`config.mk`:
```
export PLATFORM = sky130hd
export DESIGN_NAME = i2c_irq_ctrl
export DESIGN_NICKNAME = d
export VERILOG_FILES = /design/src/logic/i2c_irq_pkg.sv /design/src/logic/i2c_irq_ctrl.sv
export VERILOG_INCLUDE_DIRS = /design/src /design/src/logic
export SDC_FILE = /design/constraint.sdc
export NUM_CORES = 1
export LEC_CHECK = 0
export ABC_AREA = 1
export BUFFER_PORTS_ARGS = -buffer_cell sky130_fd_sc_hd__buf_4
export CORE_AREA = 3 3 103 105
export CTS_BUF_LIST = sky130_fd_sc_hd__clkbuf_16
export CTS_CLUSTER_SIZE = 40
export DETAILED_ROUTE_END_ITERATION = 6
export DIE_AREA = 0 0 106 108
export GPL_TIMING_DRIVEN = 0
export HOLD_SLACK_MARGIN = 0.15
export PLACE_DENSITY = 0.8
export SLEW_MARGIN = 20
export SYNTH_ARGS = -nofsm -noshare
export SYNTH_HDL_FRONTEND = slang
export SYNTH_SLANG_ARGS = --single-unit
```
`constraint.sdc`:
```
create_clock -name clk -period 2.69 [get_ports clk]
set_input_delay 0 -clock clk [delete_from_list [all_inputs] [get_ports clk]]
set_output_delay 0 -clock clk [all_outputs]
set_load 0.005 [all_outputs]
```
`src/logic/i2c_irq_map.svh`:
```
// register offsets, field positions and codes of the interrupt block
// assumes byte addressing on an 8-bit AXI4-Lite address
`ifndef I2C_IRQ_MAP_SVH
`define I2C_IRQ_MAP_SVH

`define ADDR_W 8
`define EN0_OFS 8'h0c
`define FL1_OFS 8'h10
`define EN1_OFS 8'h14
`define EVT_OFS 8'h20

`define EN0_W 16
`define EN1_W 2
`define EN0_RST 16'h0000
`define EN1_RST 2'h0
`define FL1_RST 2'h0

`define BIT_TXTH 5
`define BIT_RXTH 4
`define BIT_UNDER 1
`define BIT_OVER 0

`define RESP_OKAY 2'h0
`define RESP_SLVERR 2'h2

`endif

```
`src/logic/i2c_irq_pkg.sv`:
```
// types shared by the interrupt block
// assumes the map header is compiled alongside
package i2c_irq_pkg;
    typedef enum {sel_none, sel_en0, sel_fl1, sel_en1, sel_evt} reg_sel_t;
    typedef logic [15:0] event_vec_t;
    typedef logic [1:0] fifo_err_t;
endpackage : i2c_irq_pkg

```
`src/logic/i2c_irq_ctrl.sv`:
```
// interrupt enables, fifo error flags and interrupt request of the
// two-wire controller, reached over AXI4-Lite
// assumes the bus engine supplies event pulses and fifo levels on clk,
// and that scl and sda arrive straight from the pins
`timescale 1ns/1ps
`include "i2c_irq_map.svh"

module i2c_irq_ctrl (
    input wire logic clk,
    input wire logic rst,
    // axi4-lite write address and data
    input wire logic [7:0] awaddr,
    input wire logic awvalid,
    output logic awready,
    input wire logic [31:0] wdata,
    input wire logic [3:0] wstrb,
    input wire logic wvalid,
    output logic wready,
    // axi4-lite write response
    output logic [1:0] bresp,
    output logic bvalid,
    input wire logic bready,
    // axi4-lite read
    input wire logic [7:0] araddr,
    input wire logic arvalid,
    output logic arready,
    output logic [31:0] rdata,
    output logic [1:0] rresp,
    output logic rvalid,
    input wire logic rready,
    // bus pins, asynchronous to clk
    input wire logic scl_in,
    input wire logic sda_in,
    // bus engine and fifo status, on clk
    input wire logic [15:0] evt_pulse,
    input wire logic slave_mode,
    input wire logic ack_slot,
    input wire logic tx_empty,
    input wire logic rx_push,
    input wire logic rx_full,
    input wire logic [3:0] tx_count,
    input wire logic [3:0] tx_thresh,
    input wire logic [3:0] rx_count,
    input wire logic [3:0] rx_thresh,
    // interrupt request
    output logic irq
);

    function automatic i2c_irq_pkg::reg_sel_t decode(input logic [7:0] a);
        case (a)
            `EN0_OFS: decode = i2c_irq_pkg::sel_en0;
            `FL1_OFS: decode = i2c_irq_pkg::sel_fl1;
            `EN1_OFS: decode = i2c_irq_pkg::sel_en1;
            `EVT_OFS: decode = i2c_irq_pkg::sel_evt;
            default: decode = i2c_irq_pkg::sel_none;
        endcase
    endfunction : decode

    function automatic logic [31:0] merge(input logic [31:0] old,
                                          input logic [31:0] d,
                                          input logic [3:0] s);
        logic [31:0] m;
        m = {{8{s[3]}}, {8{s[2]}}, {8{s[1]}}, {8{s[0]}}};
        merge = (old & ~m) | (d & m);
    endfunction : merge

    logic [7:0] aw_addr_q;
    logic aw_held;
    logic [31:0] w_data_q;
    logic [3:0] w_strb_q;
    logic w_held;
    logic [15:0] en0;
    logic [1:0] en1;
    i2c_irq_pkg::fifo_err_t fl1;
    i2c_irq_pkg::event_vec_t evt_status;
    logic tx_th_level;
    logic rx_th_level;
    logic scl_meta;
    logic scl_sync;
    logic scl_prev;
    logic sda_meta;
    logic sda_sync;
    logic scl_rise;
    logic wr_commit;
    logic rd_take;
    logic evt_rd_clear;
    logic underflow_set;
    logic overflow_set;
    logic [1:0] fl1_clear;
    i2c_irq_pkg::reg_sel_t wr_sel;
    i2c_irq_pkg::reg_sel_t rd_sel;
    logic [31:0] wr_val;
    logic [31:0] en0_merged;
    logic [31:0] en1_merged;
    logic next_irq;

    assign wr_commit = aw_held && w_held && !bvalid;
    assign rd_take = arvalid && arready;
    assign wr_sel = decode(aw_addr_q);
    assign rd_sel = decode(araddr);
    assign wr_val = merge(32'h00000000, w_data_q, w_strb_q);
    // byte lanes merge at full width; only the stored bits are kept
    assign en0_merged = merge({16'h0000, en0}, w_data_q, w_strb_q);
    assign en1_merged = merge({30'h00000000, en1}, w_data_q, w_strb_q);
    assign evt_rd_clear = rd_take && (rd_sel == i2c_irq_pkg::sel_evt);

    // write address and data are caught independently, in either order
    always_ff @(posedge clk or posedge rst) begin
        if (rst) begin
            awready <= 1'b0;
            aw_held <= 1'b0;
            aw_addr_q <= 8'h00;
        end else if (awvalid && awready) begin
            awready <= 1'b0;
            aw_held <= 1'b1;
            aw_addr_q <= awaddr;
        end else if (bvalid && bready) begin
            aw_held <= 1'b0;
            awready <= 1'b1;
        end else if (!aw_held && !bvalid) begin
            awready <= 1'b1;
        end
    end

    always_ff @(posedge clk or posedge rst) begin
        if (rst) begin
            wready <= 1'b0;
            w_held <= 1'b0;
            w_data_q <= 32'h00000000;
            w_strb_q <= 4'h0;
        end else if (wvalid && wready) begin
            wready <= 1'b0;
            w_held <= 1'b1;
            w_data_q <= wdata;
            w_strb_q <= wstrb;
        end else if (bvalid && bready) begin
            w_held <= 1'b0;
            wready <= 1'b1;
        end else if (!w_held && !bvalid) begin
            wready <= 1'b1;
        end
    end

    always_ff @(posedge clk or posedge rst) begin
        if (rst) begin
            bvalid <= 1'b0;
            bresp <= `RESP_OKAY;
        end else if (wr_commit) begin
            bvalid <= 1'b1;
            bresp <= (wr_sel == i2c_irq_pkg::sel_none) ?
                     `RESP_SLVERR : `RESP_OKAY;
        end else if (bvalid && bready) begin
            bvalid <= 1'b0;
            bresp <= `RESP_OKAY;
        end
    end

    // read data is sampled at the address handshake, so a read of the
    // event register clears exactly the sticky bits it returns
    always_ff @(posedge clk or posedge rst) begin
        if (rst) begin
            arready <= 1'b0;
            rvalid <= 1'b0;
            rdata <= 32'h00000000;
            rresp <= `RESP_OKAY;
        end else if (rd_take) begin
            arready <= 1'b0;
            rvalid <= 1'b1;
            rresp <= `RESP_OKAY;
            case (rd_sel)
                i2c_irq_pkg::sel_en0: rdata <= {16'h0000, en0};
                i2c_irq_pkg::sel_fl1: rdata <= {30'h00000000, fl1};
                i2c_irq_pkg::sel_en1: rdata <= {30'h00000000, en1};
                i2c_irq_pkg::sel_evt: rdata <= {16'h0000, evt_status};
                default: begin
                    rdata <= 32'h00000000;
                    rresp <= `RESP_SLVERR;
                end
            endcase
        end else if (rvalid && rready) begin
            rvalid <= 1'b0;
            arready <= 1'b1;
        end else if (!rvalid) begin
            arready <= 1'b1;
        end
    end

    // enable registers; upper bits are not stored and read as zero
    always_ff @(posedge clk or posedge rst) begin
        if (rst) begin
            en0 <= `EN0_RST;
            en1 <= `EN1_RST;
        end else if (wr_commit) begin
            if (wr_sel == i2c_irq_pkg::sel_en0) begin
                en0 <= en0_merged[15:0];
            end
            if (wr_sel == i2c_irq_pkg::sel_en1) begin
                en1 <= en1_merged[1:0];
            end
        end
    end

    // pin synchronisers; only the second stage, and the scl copy behind it, is looked at
    always_ff @(posedge clk or posedge rst) begin
        if (rst) begin
            scl_meta <= 1'b1;
            scl_sync <= 1'b1;
            scl_prev <= 1'b1;
            sda_meta <= 1'b1;
            sda_sync <= 1'b1;
        end else begin
            scl_meta <= scl_in;
            scl_sync <= scl_meta;
            scl_prev <= scl_sync;
            sda_meta <= sda_in;
            sda_sync <= sda_meta;
        end
    end

    assign scl_rise = scl_sync && !scl_prev;

    // the master's ack is sampled on the rising scl edge of the ack slot
    assign underflow_set = slave_mode && ack_slot && scl_rise &&
                           !sda_sync && tx_empty;
    assign overflow_set = slave_mode && rx_push && rx_full;
    assign fl1_clear = (wr_commit && wr_sel == i2c_irq_pkg::sel_fl1) ?
                       (wr_val[1:0]) : 2'h0;

    // a set arriving with the clear wins
    always_ff @(posedge clk or posedge rst) begin
        if (rst) begin
            fl1 <= `FL1_RST;
        end else begin
            fl1[`BIT_UNDER] <= underflow_set ||
                (fl1[`BIT_UNDER] && !fl1_clear[`BIT_UNDER]);
            fl1[`BIT_OVER] <= overflow_set ||
                (fl1[`BIT_OVER] && !fl1_clear[`BIT_OVER]);
        end
    end

    // threshold levels are live conditions, not sticky
    always_ff @(posedge clk or posedge rst) begin
        if (rst) begin
            tx_th_level <= 1'b1;
            rx_th_level <= 1'b1;
        end else begin
            tx_th_level <= (tx_count <= tx_thresh);
            rx_th_level <= (rx_count >= rx_thresh);
        end
    end

    genvar gi;
    generate
        for (gi = 0; gi < `EN0_W; gi++) begin : g_evt
            if (gi == `BIT_TXTH) begin : g_tx
                assign evt_status[gi] = tx_th_level;
            end else if (gi == `BIT_RXTH) begin : g_rx
                assign evt_status[gi] = rx_th_level;
            end else begin : g_sticky
                logic bit_q;
                always_ff @(posedge clk or posedge rst) begin
                    if (rst) begin
                        bit_q <= 1'b0;
                    end else begin
                        bit_q <= evt_pulse[gi] || (bit_q && !evt_rd_clear);
                    end
                end
                assign evt_status[gi] = bit_q;
            end
        end
    endgenerate

    // one request line for both enable registers
    assign next_irq = (|(evt_status & en0)) ||
                      (|(fl1 & en1));

    always_ff @(posedge clk or posedge rst) begin
        if (rst) begin
            irq <= 1'b0;
        end else begin
            irq <= next_irq;
        end
    end

    chk_irq_all_masked: assert property (
        @(posedge clk) disable iff (rst)
        (en0 == 16'h0000 && en1 == 2'h0) |=> !irq)
        else $error("interrupt raised with all enables clear");

    chk_txlock_gate: assert property (
        @(posedge clk) disable iff (rst)
        (evt_pulse[15] && en0[15]) |=> ##1 irq)
        else $error("enabled tx lock-out event gave no interrupt");

    chk_stop_gate: assert property (
        @(posedge clk) disable iff (rst)
        (evt_status[6] && en0[6]) |=> irq)
        else $error("enabled stop flag gave no interrupt");

    chk_under_gate: assert property (
        @(posedge clk) disable iff (rst)
        (fl1[`BIT_UNDER] && en1[`BIT_UNDER]) |=> irq)
        else $error("enabled underflow flag gave no interrupt");

    chk_under_set: assert property (
        @(posedge clk) disable iff (rst)
        (slave_mode && ack_slot && scl_rise && !sda_sync && tx_empty)
        |=> fl1[`BIT_UNDER])
        else $error("underflow flag not set on acked empty fifo");

    chk_under_quiet: assert property (
        @(posedge clk) disable iff (rst)
        (!fl1[`BIT_UNDER] && !(slave_mode && tx_empty))
        |=> !fl1[`BIT_UNDER])
        else $error("underflow flag set without an empty slave fifo");

    chk_over_set: assert property (
        @(posedge clk) disable iff (rst)
        (slave_mode && rx_push && rx_full) |=> fl1[`BIT_OVER])
        else $error("overflow flag not set on fifo overflow");

    chk_over_w1c: assert property (
        @(posedge clk) disable iff (rst)
        (wr_commit && wr_sel == i2c_irq_pkg::sel_fl1 && w_strb_q[0] &&
         !overflow_set) |=> (fl1[`BIT_OVER] ==
         ($past(fl1[`BIT_OVER]) && !$past(w_data_q[0]))))
        else $error("overflow flag write-one-to-clear misbehaved");

    chk_txth_level: assert property (
        @(posedge clk) disable iff (rst)
        (tx_count <= tx_thresh) |=> evt_status[`BIT_TXTH])
        else $error("tx threshold flag missing at low fill");

    chk_txth_drop: assert property (
        @(posedge clk) disable iff (rst)
        (tx_count > tx_thresh) |=> !evt_status[`BIT_TXTH])
        else $error("tx threshold flag stayed above threshold");

    chk_rxth_level: assert property (
        @(posedge clk) disable iff (rst)
        (rx_count >= rx_thresh) |=> evt_status[`BIT_RXTH])
        else $error("rx threshold flag missing at high fill");

    chk_rxth_drop: assert property (
        @(posedge clk) disable iff (rst)
        (rx_count < rx_thresh) |=> !evt_status[`BIT_RXTH])
        else $error("rx threshold flag stayed below threshold");

    chk_irq_release: assert property (
        @(posedge clk) disable iff (rst)
        (!next_irq [*2]) |-> !irq)
        else $error("interrupt held with no enabled flag");

    chk_en0_write: assert property (
        @(posedge clk) disable iff (rst)
        (wr_commit && wr_sel == i2c_irq_pkg::sel_en0 && w_strb_q == 4'hf)
        |=> en0 == $past(w_data_q[15:0]))
        else $error("enable register did not take the written value");

    chk_bvalid_hold: assert property (@(posedge clk) disable iff (rst)
        (bvalid && !bready) |=> (bvalid && $stable(bresp)))
        else $error("write response dropped before bready");

    chk_rvalid_hold: assert property (@(posedge clk) disable iff (rst)
        (rvalid && !rready) |=> (rvalid && $stable(rdata)))
        else $error("read data dropped before rready");

endmodule : i2c_irq_ctrl

```
# After elaboration in Yosys (flattened, before gate mapping)

Cells that the tools add are included.

Reduce and logical (&&, ||, !) cells: 71
Eq/ne operators: 17
Bitwise logic cells: 8
Multiplexer cells: 23
Magnitude comparators: 2

Operators by type and width:

| cell                                                                   | number |
|---|---|
| 32-bit by 2-bit equality test with 1-bit output, second input constant | 3 |
| 32-bit by 3-bit equality test with 1-bit output, second input constant | 3 |
| 16-bit one-hot mux with 4 select lines                                 | 1 |
| 16-bit bitwise AND                                                     | 3 |
| 1-bit logical AND                                                      | 34 |
| 32-bit by 1-bit equality test with 1-bit output, second input constant | 1 |
| 32-bit by 4-bit equality test with 1-bit output, second input constant | 1 |
| 8-bit by 5-bit equality test with 1-bit output, second input constant  | 4 |
| 32-bit logical NOT                                                     | 1 |
| 3-bit one-hot mux with 4 select lines                                  | 2 |
| 1-bit logical OR                                                       | 17 |
| 8-bit by 4-bit equality test with 1-bit output, second input constant  | 2 |
| 8-bit by 6-bit equality test with 1-bit output, second input constant  | 2 |
| 16-bit inverter                                                        | 1 |
| 16-bit OR                                                              | 1 |
| 16-bit OR reduction                                                    | 1 |
| 1-bit 2-to-1 mux                                                       | 15 |
| 2-bit 2-to-1 mux                                                       | 5 |
| 1-bit logical NOT                                                      | 8 |
| 2-bit nonzero test                                                     | 4 |
| 3-bit nonzero test                                                     | 2 |
| 2-bit bitwise AND                                                      | 2 |
| 4-bit greater-or-equal comparator                                      | 1 |
| 4-bit less-or-equal comparator                                         | 1 |
| other kinds (5)                                                        | 6 |

Bits of input ports: 98
Output and inout port bits: 42
Word-level logic and storage cells: 159
Bits in registers: 111

# Depth between registers and ports, before layout

Gate-level depths: netlist (run 1).

Depth after elaboration: 8
Depth in mapped cells: 8
Gate-level depth less buffers: 8

# Worst setup path before layout (run 1)

Ideal clock, no wire load.

Kind: reg-to-reg
Start: register bvalid
End: register with a tool-made name
Clock period less this slack: 1.299 ns
Path buffers: 1
Data arrival time: 1.181 ns
Setup time: 0.118 ns
Slack: 1.391 ns
Cell stages (with the launch flop): 6
Required time: 2.572 ns
Cells stage by stage: dfrtp_1 nor3_4 nand3_2 buf_6 nand2_2 o21ai_2

RTL lines:

| what                   | RTL line            | source |
|---|---|---|
| from (decl)            | i2c_irq_ctrl.sv:21  | `output logic bvalid,` |
| from (signal assigned) | i2c_irq_ctrl.sv:146 | `bvalid <= 1'b0;` |
| from (signal assigned) | i2c_irq_ctrl.sv:149 | `bvalid <= 1'b1;` |
| from (signal assigned) | i2c_irq_ctrl.sv:153 | `bvalid <= 1'b0;` |

# Worst setup path in the final report (run 1)

Start: input rx_count[3]
End: register rx_th_level

Longest elaborated chain between the ends: 1

RTL lines:

| what                              | RTL line            | source |
|---|---|---|
| from (decl)                       | i2c_irq_ctrl.sv:43  | `input wire logic [3:0] rx_count,` |
| 4-bit greater-or-equal comparator | i2c_irq_ctrl.sv:248 | `rx_th_level <= (rx_count >= rx_thresh);` |
| to (signal assigned)              | i2c_irq_ctrl.sv:248 |  |
| to (decl)                         | i2c_irq_ctrl.sv:77  | `logic rx_th_level;` |

Every way passes these cells.
A chain may end at the register's enable or synchronous reset.

==> results of run 1 <==
==> routing by layer <==
layer  GRT usage, %  vias to the layer above  share of wire [%]
met3           4.78                        6                5.9
met5              0                        -                  0
li1               -                     1917                  -
met2           37.3                      134                 53
met1           23.2                     1804                 41
met4           4.53                        0               0.68
==> worst min-delay path by stage <==
stage | end | slack (ps) | depth (start not counted)
after floorplan | scl_meta | 4 | 0
after global placement | sda_meta | 110 | 1
after detailed placement | wready | 40 | 2
after CTS | g_evt[2].g_sticky.bit_q | 150 | 4
after global routing | aw_addr_q[7] | 160 | 3
final | g_evt[2].g_sticky.bit_q | 160 | 4
==> cell families after synthesis <==
group / Yosys count / share of synthesized area, %
buf+inv: 101 / 10.7
flops: 93 / 53.3
mux: 5 / 1.29
other cells: 1 / 0.0856
simple gates: 200 / 19.6
compound gates: 89 / 12.7
fa+ha+maj: 8 / 2.29
==> worst max-delay path: stages <==
cell           delay (ps)
dlygate4sd3_1         540
buf_4                 130
ha_1                  170
dlygate4sd3_1         550
a21oi_1               120
dlygate4sd3_1         560
nand3_1                70
dlygate4sd3_1         560
==> power breakdown <==
group | internal [uW] | total [uW] | leakage [uW] | switching [uW]
registers | 1690 | 1860 | 0.00109 | 169
logic | 444 | 988 | 0.00211 | 543
clock network | 621 | 1140 | 0.000130 | 521
==> cell type report <==
cell class,count,area (sq um)
Clock buffer,9,225
Inverter,70,265
Tap cell,133,166
Fill cell,828,3470
Clock inverter,7,43.8
Timing Repair Buffer,161,1380
Sequential cell,93,2340
Multi-Input combinational cell,320,1640
Buffer,31,208
==> stage by stage <==
stage / utilization [%] / TNS, ps / setup WS, ps / power (uW)
6_report: 64.3 / 0 / 253 / 3990
3_5_place_dp: 55.5 / 0 / 1220 / 2790
3_3_place_gp: 55.2 / -54100 / -636 / 2730
2_1_floorplan: - / 0 / 281 / 2440
5_1_grt: 64.3 / 0 / 163 / 4240
4_1_cts: 64.3 / 0 / 274 / 4010
==> repair_timing <==
item | in CTS | in global routing
setup buffers | 0 | 0
hold buffers | 59 | 0
hold endpoints to repair | 145 | 0
==> placed cells by master, fill, tap and decap left out, drive strengths merged <==
cell	netlist	routed
dlygate4sd3	0	59
nand4	6	6
o21bai	14	14
o2111ai	1	1
inv	70	73
ha	8	8
clkinv	0	1
clkinvlp	0	3
o221ai	1	1
dfrtp	86	86
clkbuf	4	13
a21oi	26	26
buf	27	129
dfstp	7	7
a22o	1	1
nand2	108	108
mux2	5	5
nor3	1	1
or3	1	1
nor2	54	54
and2	1	1
conb	1	18
o21ai	45	45
o211ai	1	1
nand3	29	29
==> results.json, run 1 <==
{
  "status": "finished, final reports clean",
  "ys_seq_elements": 93,
  "syn2layout_area_growth_pct": 42.9,
  "core_area_sq_um": 9730,
  "ys_seq_area_share_pct": 53.3,
  "max_freq_ghz": 0.410,
  "htreeDepth": 3,
  "cts-resized-gates": 0,
  "fin_skew_ps": 6.11,
  "diodes": 0,
  "rr_startpoint": "scl_sync",
  "synth.most_common_cell": "nand2_1",
  "ys_warn_count": 0,
  "netlist.area_leader.share_pct": 49.1,
  "drc": 0,
  "root_buffer": "clkbuf_16",
  "timing.rr.end": "fl1[1]",
  "reg2reg_slack_ps": 980,
  "synthTopCellsByArea": "dfrtp_1, nand2_1, inv_1",
  "ios": 140,
  "p_leak_uw": 0.00333,
  "peakVddDrop_mv": 0.439,
  "cts.sink_count": 93,
  "drive_gt1_share_pct": 26.2,
  "drv_cap": 0,
  "wl_um": 11100,
  "synth_top_flop_cell": "dfrtp_1",
  "period_needed_ps": 2440,
  "clkLatencyLatePin_ps": 330,
  "grt_usage_pct": 20.0,
  "clockBufferDepth": 2,
  "drt_iter0_drc": 168,
  "final-instance-count-excl-fill": 824,
  "cts_tree": "yes",
  "cp.arrival_ps": 2690,
  "crit_type": "in2reg",
  "synth_cell_types": 31,
  "ff2ff_path_depth": 4,
  "endpoint_kind": "register",
  "dp.cells": 749,
  "setup_viol_count_final": 0,
  "syn_avg_cell_area_sq_um": 8.81,
  "clkTransAtPathRegs_ps": 60,
  "synth_edf_count": 0,
  "grt_pass1_vias": 4076,
  "hold_start": "arvalid",
  "dr_total_vias": 3861,
  "crit_path_start_kind": "input port",
  "hold_class": "in2reg",
  "wire_per_inst_um": 13.5,
  "die_w_um": 106,
  "cp.required_ps": 2950,
  "syn_area_sq_um": 4380,
  "nets": 792,
  "viasPerCell": 4.69,
  "synth_top_area_cell": "dfrtp_1",
  "path_max_fanout": 1,
  "yosys-top-cells-count": "nand2_1, dfrtp_1, inv_1",
  "place_congestion": 0.879,
  "num_rows": 36,
  "slew_violations": 0,
  "stdcell_area_sq_um": 6260,
  "numCtsBuffers": 9,
  "async_reset_ff_share_pct": 100,
  "die_y_um": 108,
  "grt.overflow.total": 0,
  "power.density_nw_per_um2": 638,
  "syn_inst": 497,
  "drtPass1Iterations": 4,
  "fin_crit_sh_pct": 90.6,
  "antenna_left": 0,
  "grt_pass1_wl_um": 18400,
  "place_area_sq_um": 5400,
  "setup.worst_path.start": "rx_count[3]",
  "hold_ws_ps": 156,
  "start_util_pct": 45.0,
  "antenna_found_initial": 0,
  "rsz0062_at_grt": "no",
  "portBuffers": 101,
  "die_area_sq_um": 11400,
  "final-hold-violation-count": 0,
  "critPathCapture": "rx_th_level",
  "dp_hpwl_um": 8030,
  "grt_max_degree": 63
}
Power figures use the tool's default switching activity.
==> inputs of run 2 (changes only) <==
--- a/config.mk
+++ b/config.mk
@@ -8,14 +8,15 @@
 export LEC_CHECK = 0
 export ABC_AREA = 1
 export BUFFER_PORTS_ARGS = -buffer_cell sky130_fd_sc_hd__buf_4
-export CORE_AREA = 3 3 103 105
+export CORE_AREA = 4 4 104 106
 export CTS_BUF_LIST = sky130_fd_sc_hd__clkbuf_16
 export CTS_CLUSTER_SIZE = 40
 export DETAILED_ROUTE_END_ITERATION = 6
-export DIE_AREA = 0 0 106 108
+export DIE_AREA = 0 0 108 110
 export GPL_TIMING_DRIVEN = 0
 export HOLD_SLACK_MARGIN = 0.15
 export PLACE_DENSITY = 0.8
+export RECOVER_POWER = 50
 export SLEW_MARGIN = 20
 export SYNTH_ARGS = -nofsm -noshare
 export SYNTH_HDL_FRONTEND = slang
==> constraint.sdc (replaced) <==
create_clock -name clk -period 2.45 [get_ports clk]
set_input_delay 0 -clock clk [delete_from_list [all_inputs] [get_ports clk]]
set_output_delay 0 -clock clk [all_outputs]
set_load 0.005 [all_outputs]
==> results.json, run 2 (synthesized netlist as in run 1, its figures left out) <==
{
  "status": "finished, violations left",
  "violations": "max-capacitance violations, max-slew violations",
  "numCtsBuffers": 9,
  "maxSlewHeadroom_pct": -12.1,
  "clockBufferDepth": 2,
  "antenna_left": 0,
  "rsz0062_at_grt": "no",
  "crit_type": "in2reg",
  "hold_ws_ps": 165,
  "p_leak_uw": 0.00332,
  "cts.sink_count": 93,
  "rr_startpoint": "scl_sync",
  "fin_crit_sh_pct": 80.9,
  "fin_skew_ps": 5.97,
  "start_util_pct": 44.8,
  "crit_family": "buffers and inverters",
  "drtPass1Iterations": 5,
  "regArea_sq_um": 2340,
  "power.density_nw_per_um2": 692,
  "crit_path_start_kind": "input port",
  "wire_per_inst_um": 13.7,
  "path_max_fanout": 1,
  "nets": 797,
  "tightest_slew_ps": 1680,
  "crit_slowest_cell": "dlygate4sd3_1",
  "max_freq_ghz": 0.505,
  "grt.overflow.total": 0,
  "endpoint_kind": "register",
  "reg2reg_slack_ps": 760,
  "core_area_sq_um": 9770,
  "multiInputGateArea_sq_um": 1640,
  "setup_slack_ps": 468,
  "place_congestion": 0.866,
  "setup_tns_ps": 0,
  "post_cts_buffers": 0,
  "syn2layout_area_growth_pct": 43.5,
  "root_buffer": "clkbuf_16",
  "hold_class": "in2reg",
  "portBuffers": 101,
  "timing.rr.end": "fl1[1]",
  "hold_start": "awvalid",
  "min_to": "aw_addr_q[6]",
  "final_cell_mix": "nand2_1, buf_4, dfrtp_1",
  "peakVddDrop_mv": 0.711,
  "critPathMaxStageDelay_ps": 570,
  "grt_max_degree": 52,
  "final_common_cell": "nand2_1",
  "slew_violations": 43,
  "drc": 0,
  "clkLatencyLatePin_ps": 340,
  "pre_cts_ws_ps": 945,
  "die_w_um": 108,
  "num_rows": 36,
  "cp.arrival_ps": 2240,
  "antenna_found_initial": 0,
  "crit_path_cell_trace": "dlygate4sd3_1 -> buf_4 -> ha_1 -> dlygate4sd3_1 -> a21oi_1 -> dlygate4sd3_1 -> o21ai_0 -> o21ai_0",
  "period_needed_ps": 1980,
  "htreeDepth": 3,
  "ff2ff_path_depth": 4,
  "clkTransAtPathRegs_ps": 60,
  "diodes": 0,
  "drive_gt1_share_pct": 25.2,
  "dp_hpwl_um": 8080,
  "die_area_sq_um": 11900,
  "final-hold-violation-count": 0,
  "ios": 140,
  "drv_cap": 1,
  "die_y_um": 110,
  "dr_total_vias": 3876,
  "cts_tree": "yes",
  "drt_iter0_drc": 188,
  "cp.required_ps": 2710,
  "crit_top_cell": "dlygate4sd3_1",
  "grt_pass1_wl_um": 18800,
  "grt_pass1_vias": 4018,
  "setup_viol_count_final": 0,
  "grt_usage_pct": 20.2,
  "wl_um": 11300,
  "viasPerCell": 4.68,
  "min_path_cells": 3,
  "crit_buf_inv": 4,
  "fillers": 781
}
[run 2: cell count changes in the layout (fill, tap and decap cells not counted), moves of 2 or more]
cell,change
clkbuf_1,+2
clkinv_1,+3
clkbuf_4,+25
buf_4,-27
dlygate4sd3_1,+5
[run 2: report_power, final]
group	internal (uW)	switching (uW)
Combinational	479	605
Clock	668	545
Sequential	1860	195
[run 2: per-stage QoR]
step | instances | util [%] | cell area, sq um | total power [uW]
4_1_cts | 829 | 64.5 | 6310 | 4370
3_3_place_gp | 748 | 54.9 | 5370 | 3000
6_report | 828 | 64.3 | 6290 | 4350
3_5_place_dp | 749 | 55.2 | 5400 | 3070
5_1_grt | 828 | 64.3 | 6290 | 4610
2_1_floorplan | 514 | - | 4440 | 2680
[run 2: worst max-delay path by stage]
stage | startpoint | end | depth (start not counted)
floorplan | rst | async pin | 1
finish | tx_count[3] | tx_th_level | 8
CTS | rx_count[3] | rx_th_level | 8
detailed placement | bvalid | register | 5
global route | tx_count[3] | tx_th_level | 8
global placement | rst | rdata[4] | 2
[run 2: layer usage]
metal  track usage [%]  vias up  wire length (um)
met1              24.6     1794              4660
met3              5.13       18               766
met5                 0        -                 0
met4              5.41        0               208
li1                  -     1925                 -
met2              35.7      139              5700
[run 2: cell type report]
| cell class | instances | area share (%) |
|---|---|---|
| flip-flops and latches | 93 | 37.2 |
| clock buffers | 9 | 3.58 |
| well taps | 133 | 2.65 |
| repair buffers | 166 | 22.6 |
| plain buffers | 31 | 3.30 |
| clock inverters | 6 | 0.498 |
| multi-input cells | 320 | 26.1 |
| inverters | 70 | 4.18 |
[run 2: worst reg2reg max path: stages, from the launching register on]
cell and delay (ps):
dfstp_1 540, nand4_1 100, dlygate4sd3_1 560, or3_1 330, nand2_1 80
[run 2: what timing repair did]
item | 4_1_cts | 5_1_grt
hold buffers | 65 | 0
endpoints found under the hold margin | 96 | 0
setup endpoints to repair | 0 | 1
resized for setup | 0 | 1
==> inputs of run 3 (changes only) <==
--- a/config.mk
+++ b/config.mk
@@ -6,16 +6,16 @@
 export SDC_FILE = /design/constraint.sdc
 export NUM_CORES = 1
 export LEC_CHECK = 0
-export ABC_AREA = 1
+export ABC_AREA = 0
 export BUFFER_PORTS_ARGS = -buffer_cell sky130_fd_sc_hd__buf_4
-export CORE_AREA = 4 4 104 106
+export CORE_AREA = 4 4 100 102
 export CTS_BUF_LIST = sky130_fd_sc_hd__clkbuf_16
 export CTS_CLUSTER_SIZE = 40
 export DETAILED_ROUTE_END_ITERATION = 6
-export DIE_AREA = 0 0 108 110
+export DIE_AREA = 0 0 104 106
 export GPL_TIMING_DRIVEN = 0
 export HOLD_SLACK_MARGIN = 0.15
-export PLACE_DENSITY = 0.8
+export PLACE_DENSITY = 0.81
 export RECOVER_POWER = 50
 export SLEW_MARGIN = 20
 export SYNTH_ARGS = -nofsm -noshare
==> constraint.sdc (replaced) <==
create_clock -name clk -period 1.87 [get_ports clk]
set_input_delay 0 -clock clk [delete_from_list [all_inputs] [get_ports clk]]
set_output_delay 0 -clock clk [all_outputs]
set_load 0.005 [all_outputs]
==> results.json, run 3 <==
{
  "synth_cell_types": 46,
  "dp.cells": 553,
  "clkTransAtPathRegs_ps": 60,
  "crit_type": "reg2reg",
  "synth_top_area_cell": "dfrtp_1",
  "drtPass1Iterations": 4,
  "async_reset_ff_share_pct": 100,
  "grt_max_degree": 35,
  "cp.arrival_ps": 2030,
  "path_max_fanout": 8,
  "viasPerCell": 5.04,
  "cts_tree": "yes",
  "cts.sink_count": 93,
  "synthTopCellsByArea": "dfrtp_1, mux2_2, dfstp_2",
  "ys_warn_count": 0,
  "yosys-top-cells-count": "dfrtp_1, mux2_2, nand2_1",
  "slew_violations": 0,
  "drc": 0,
  "final-hold-violation-count": 0,
  "crit_path_start_kind": "register",
  "syn_inst": 322,
  "drt_iter0_drc": 82,
  "syn_avg_cell_area_sq_um": 12.6,
  "syn_area_sq_um": 4050,
  "dr_total_vias": 3186,
  "num_rows": 35,
  "setup_slack_ps": 57.1,
  "wl_um": 9710,
  "ff2ff_path_depth": 5,
  "htreeDepth": 3,
  "endpoint_kind": "register",
  "die_y_um": 106,
  "fillers": 672,
  "fin_skew_ps": 4.81,
  "drv_cap": 0,
  "reg2reg_slack_ps": 60,
  "p_leak_uw": 0.00277,
  "die_w_um": 104,
  "antenna_left": 0,
  "place_congestion": 0.807,
  "grt_usage_pct": 18.4,
  "regArea_sq_um": 2340,
  "antenna_found_initial": 0,
  "grt.overflow.total": 0,
  "ios": 140,
  "grt_pass1_wl_um": 16200,
  "final_cell_mix": "buf_4, dfrtp_1, dlygate4sd3_1",
  "wire_per_inst_um": 15.4,
  "setup.worst_path.start": "aw_addr_q[7]",
  "cp.required_ps": 2090,
  "period_needed_ps": 1810,
  "rr_startpoint": "aw_addr_q[7]",
  "peakVddDrop_mv": 0.698,
  "multiInputGateArea_sq_um": 1590,
  "final_common_cell": "buf_4",
  "ys_seq_elements": 93,
  "numCtsBuffers": 9,
  "max_freq_ghz": 0.552,
  "final-instance-count-excl-fill": 632,
  "power.density_nw_per_um2": 966,
  "die_area_sq_um": 11000,
  "final_core_util_pct": 65.4,
  "hold_class": "in2reg",
  "fin_crit_sh_pct": 96.9,
  "pre_cts_ws_ps": -55.5,
  "setup_tns_ps": 0,
  "portBuffers": 101,
  "core_area_sq_um": 9110,
  "ys_seq_area_share_pct": 57.7,
  "maxSlewHeadroom_pct": 8.56,
  "synth.most_common_cell": "dfrtp_1",
  "clkLatencyLatePin_ps": 330,
  "setup_viol_count_final": 0,
  "grt_pass1_vias": 3445,
  "netlist.area_leader.share_pct": 53.2,
  "dp_hpwl_um": 6980,
  "tightest_slew_ps": 1360,
  "diodes": 0,
  "status": "finished, final reports clean",
  "rsz0062_at_grt": "no",
  "syn2layout_area_growth_pct": 47.2,
  "synth_edf_count": 0,
  "root_buffer": "clkbuf_16",
  "drive_gt1_share_pct": 37.4,
  "clockBufferDepth": 2,
  "nets": 622,
  "start_util_pct": 44.5,
  "synth_top_flop_cell": "dfrtp_1"
}
[run 3: kinds of logic (layout without fill, tap and decap cells)]
kind of cell / count (synthesis) / count (layout) / share of synthesized area, %
buffers and inverters: 36 / 218 / 5.04
muxes: 47 / 47 / 13.1
AOI/OAI and AO/OA: 78 / 78 / 13.5
DFF: 93 / 93 / 57.7
adders and majority gates: 8 / 8 / 2.47
and+or+nand+nor: 59 / 59 / 8.13
other: 1 / 18 / 0.0926
[run 3: power by group]
group | leakage [uW] | internal [uW] | switching, uW
Sequential | 0.00111 | 2460 | 360
Clock | 0.000128 | 891 | 742
Combinational | 0.00153 | 808 | 495
[run 3: routing by layer]
metal,share of wire [%],vias to the layer above,track usage [%]
li1,-,1524,-
met1,41,1530,21.8
met2,51,116,31.1
met3,6.5,16,6.07
met4,1.8,0,7.60
met5,0,-,0
[run 3: cell type report]
type                    instances  area share, %
multi-input cells             210           26.7
clock buffers                   9           3.78
plain buffers                  26           2.81
inverters                      10          0.651
clock inverters                 7          0.735
well taps                     111           2.33
repair buffers                166           23.8
flip-flops and latches         93           39.2
[run 3: worst max-delay path, stage by stage (launching register included)]
cell	delay, ps
dfrtp_1	400
or4_4	580
nor4_4	140
buf_4	170
nand2_4	90
mux2_4	310
[run 3: timing repair]
item | CTS | global route
gates resized for setup | 2 | 4
setup endpoints to repair | 16 | 3
hold endpoints to repair | 93 | 0
hold buffers | 62 | 0
pin swaps | 2 | 0
buffers inserted | 1 | 0
[run 3: through the flow]
stage	instance area (sq um)	hold slack [ps]	power (uW)
after floorplan	4120	4.48	3560
after global placement	5010	108	3940
after detailed placement	5050	111	4040
after CTS	5960	153	5790
after global routing	5960	171	6090
final	5960	162	5760
[run 3: how the worst min path moves through the flow]
stage	end	start	slack (ps)	depth (start not counted)
finish	rdata[1]	araddr[5]	160	4
global route	fl1[1]	tx_empty	170	3
CTS	rdata[1]	araddr[5]	150	4
detailed placement	scl_meta	scl_in	110	1
global placement	scl_meta	scl_in	110	1
floorplan	scl_meta	scl_in	4	0
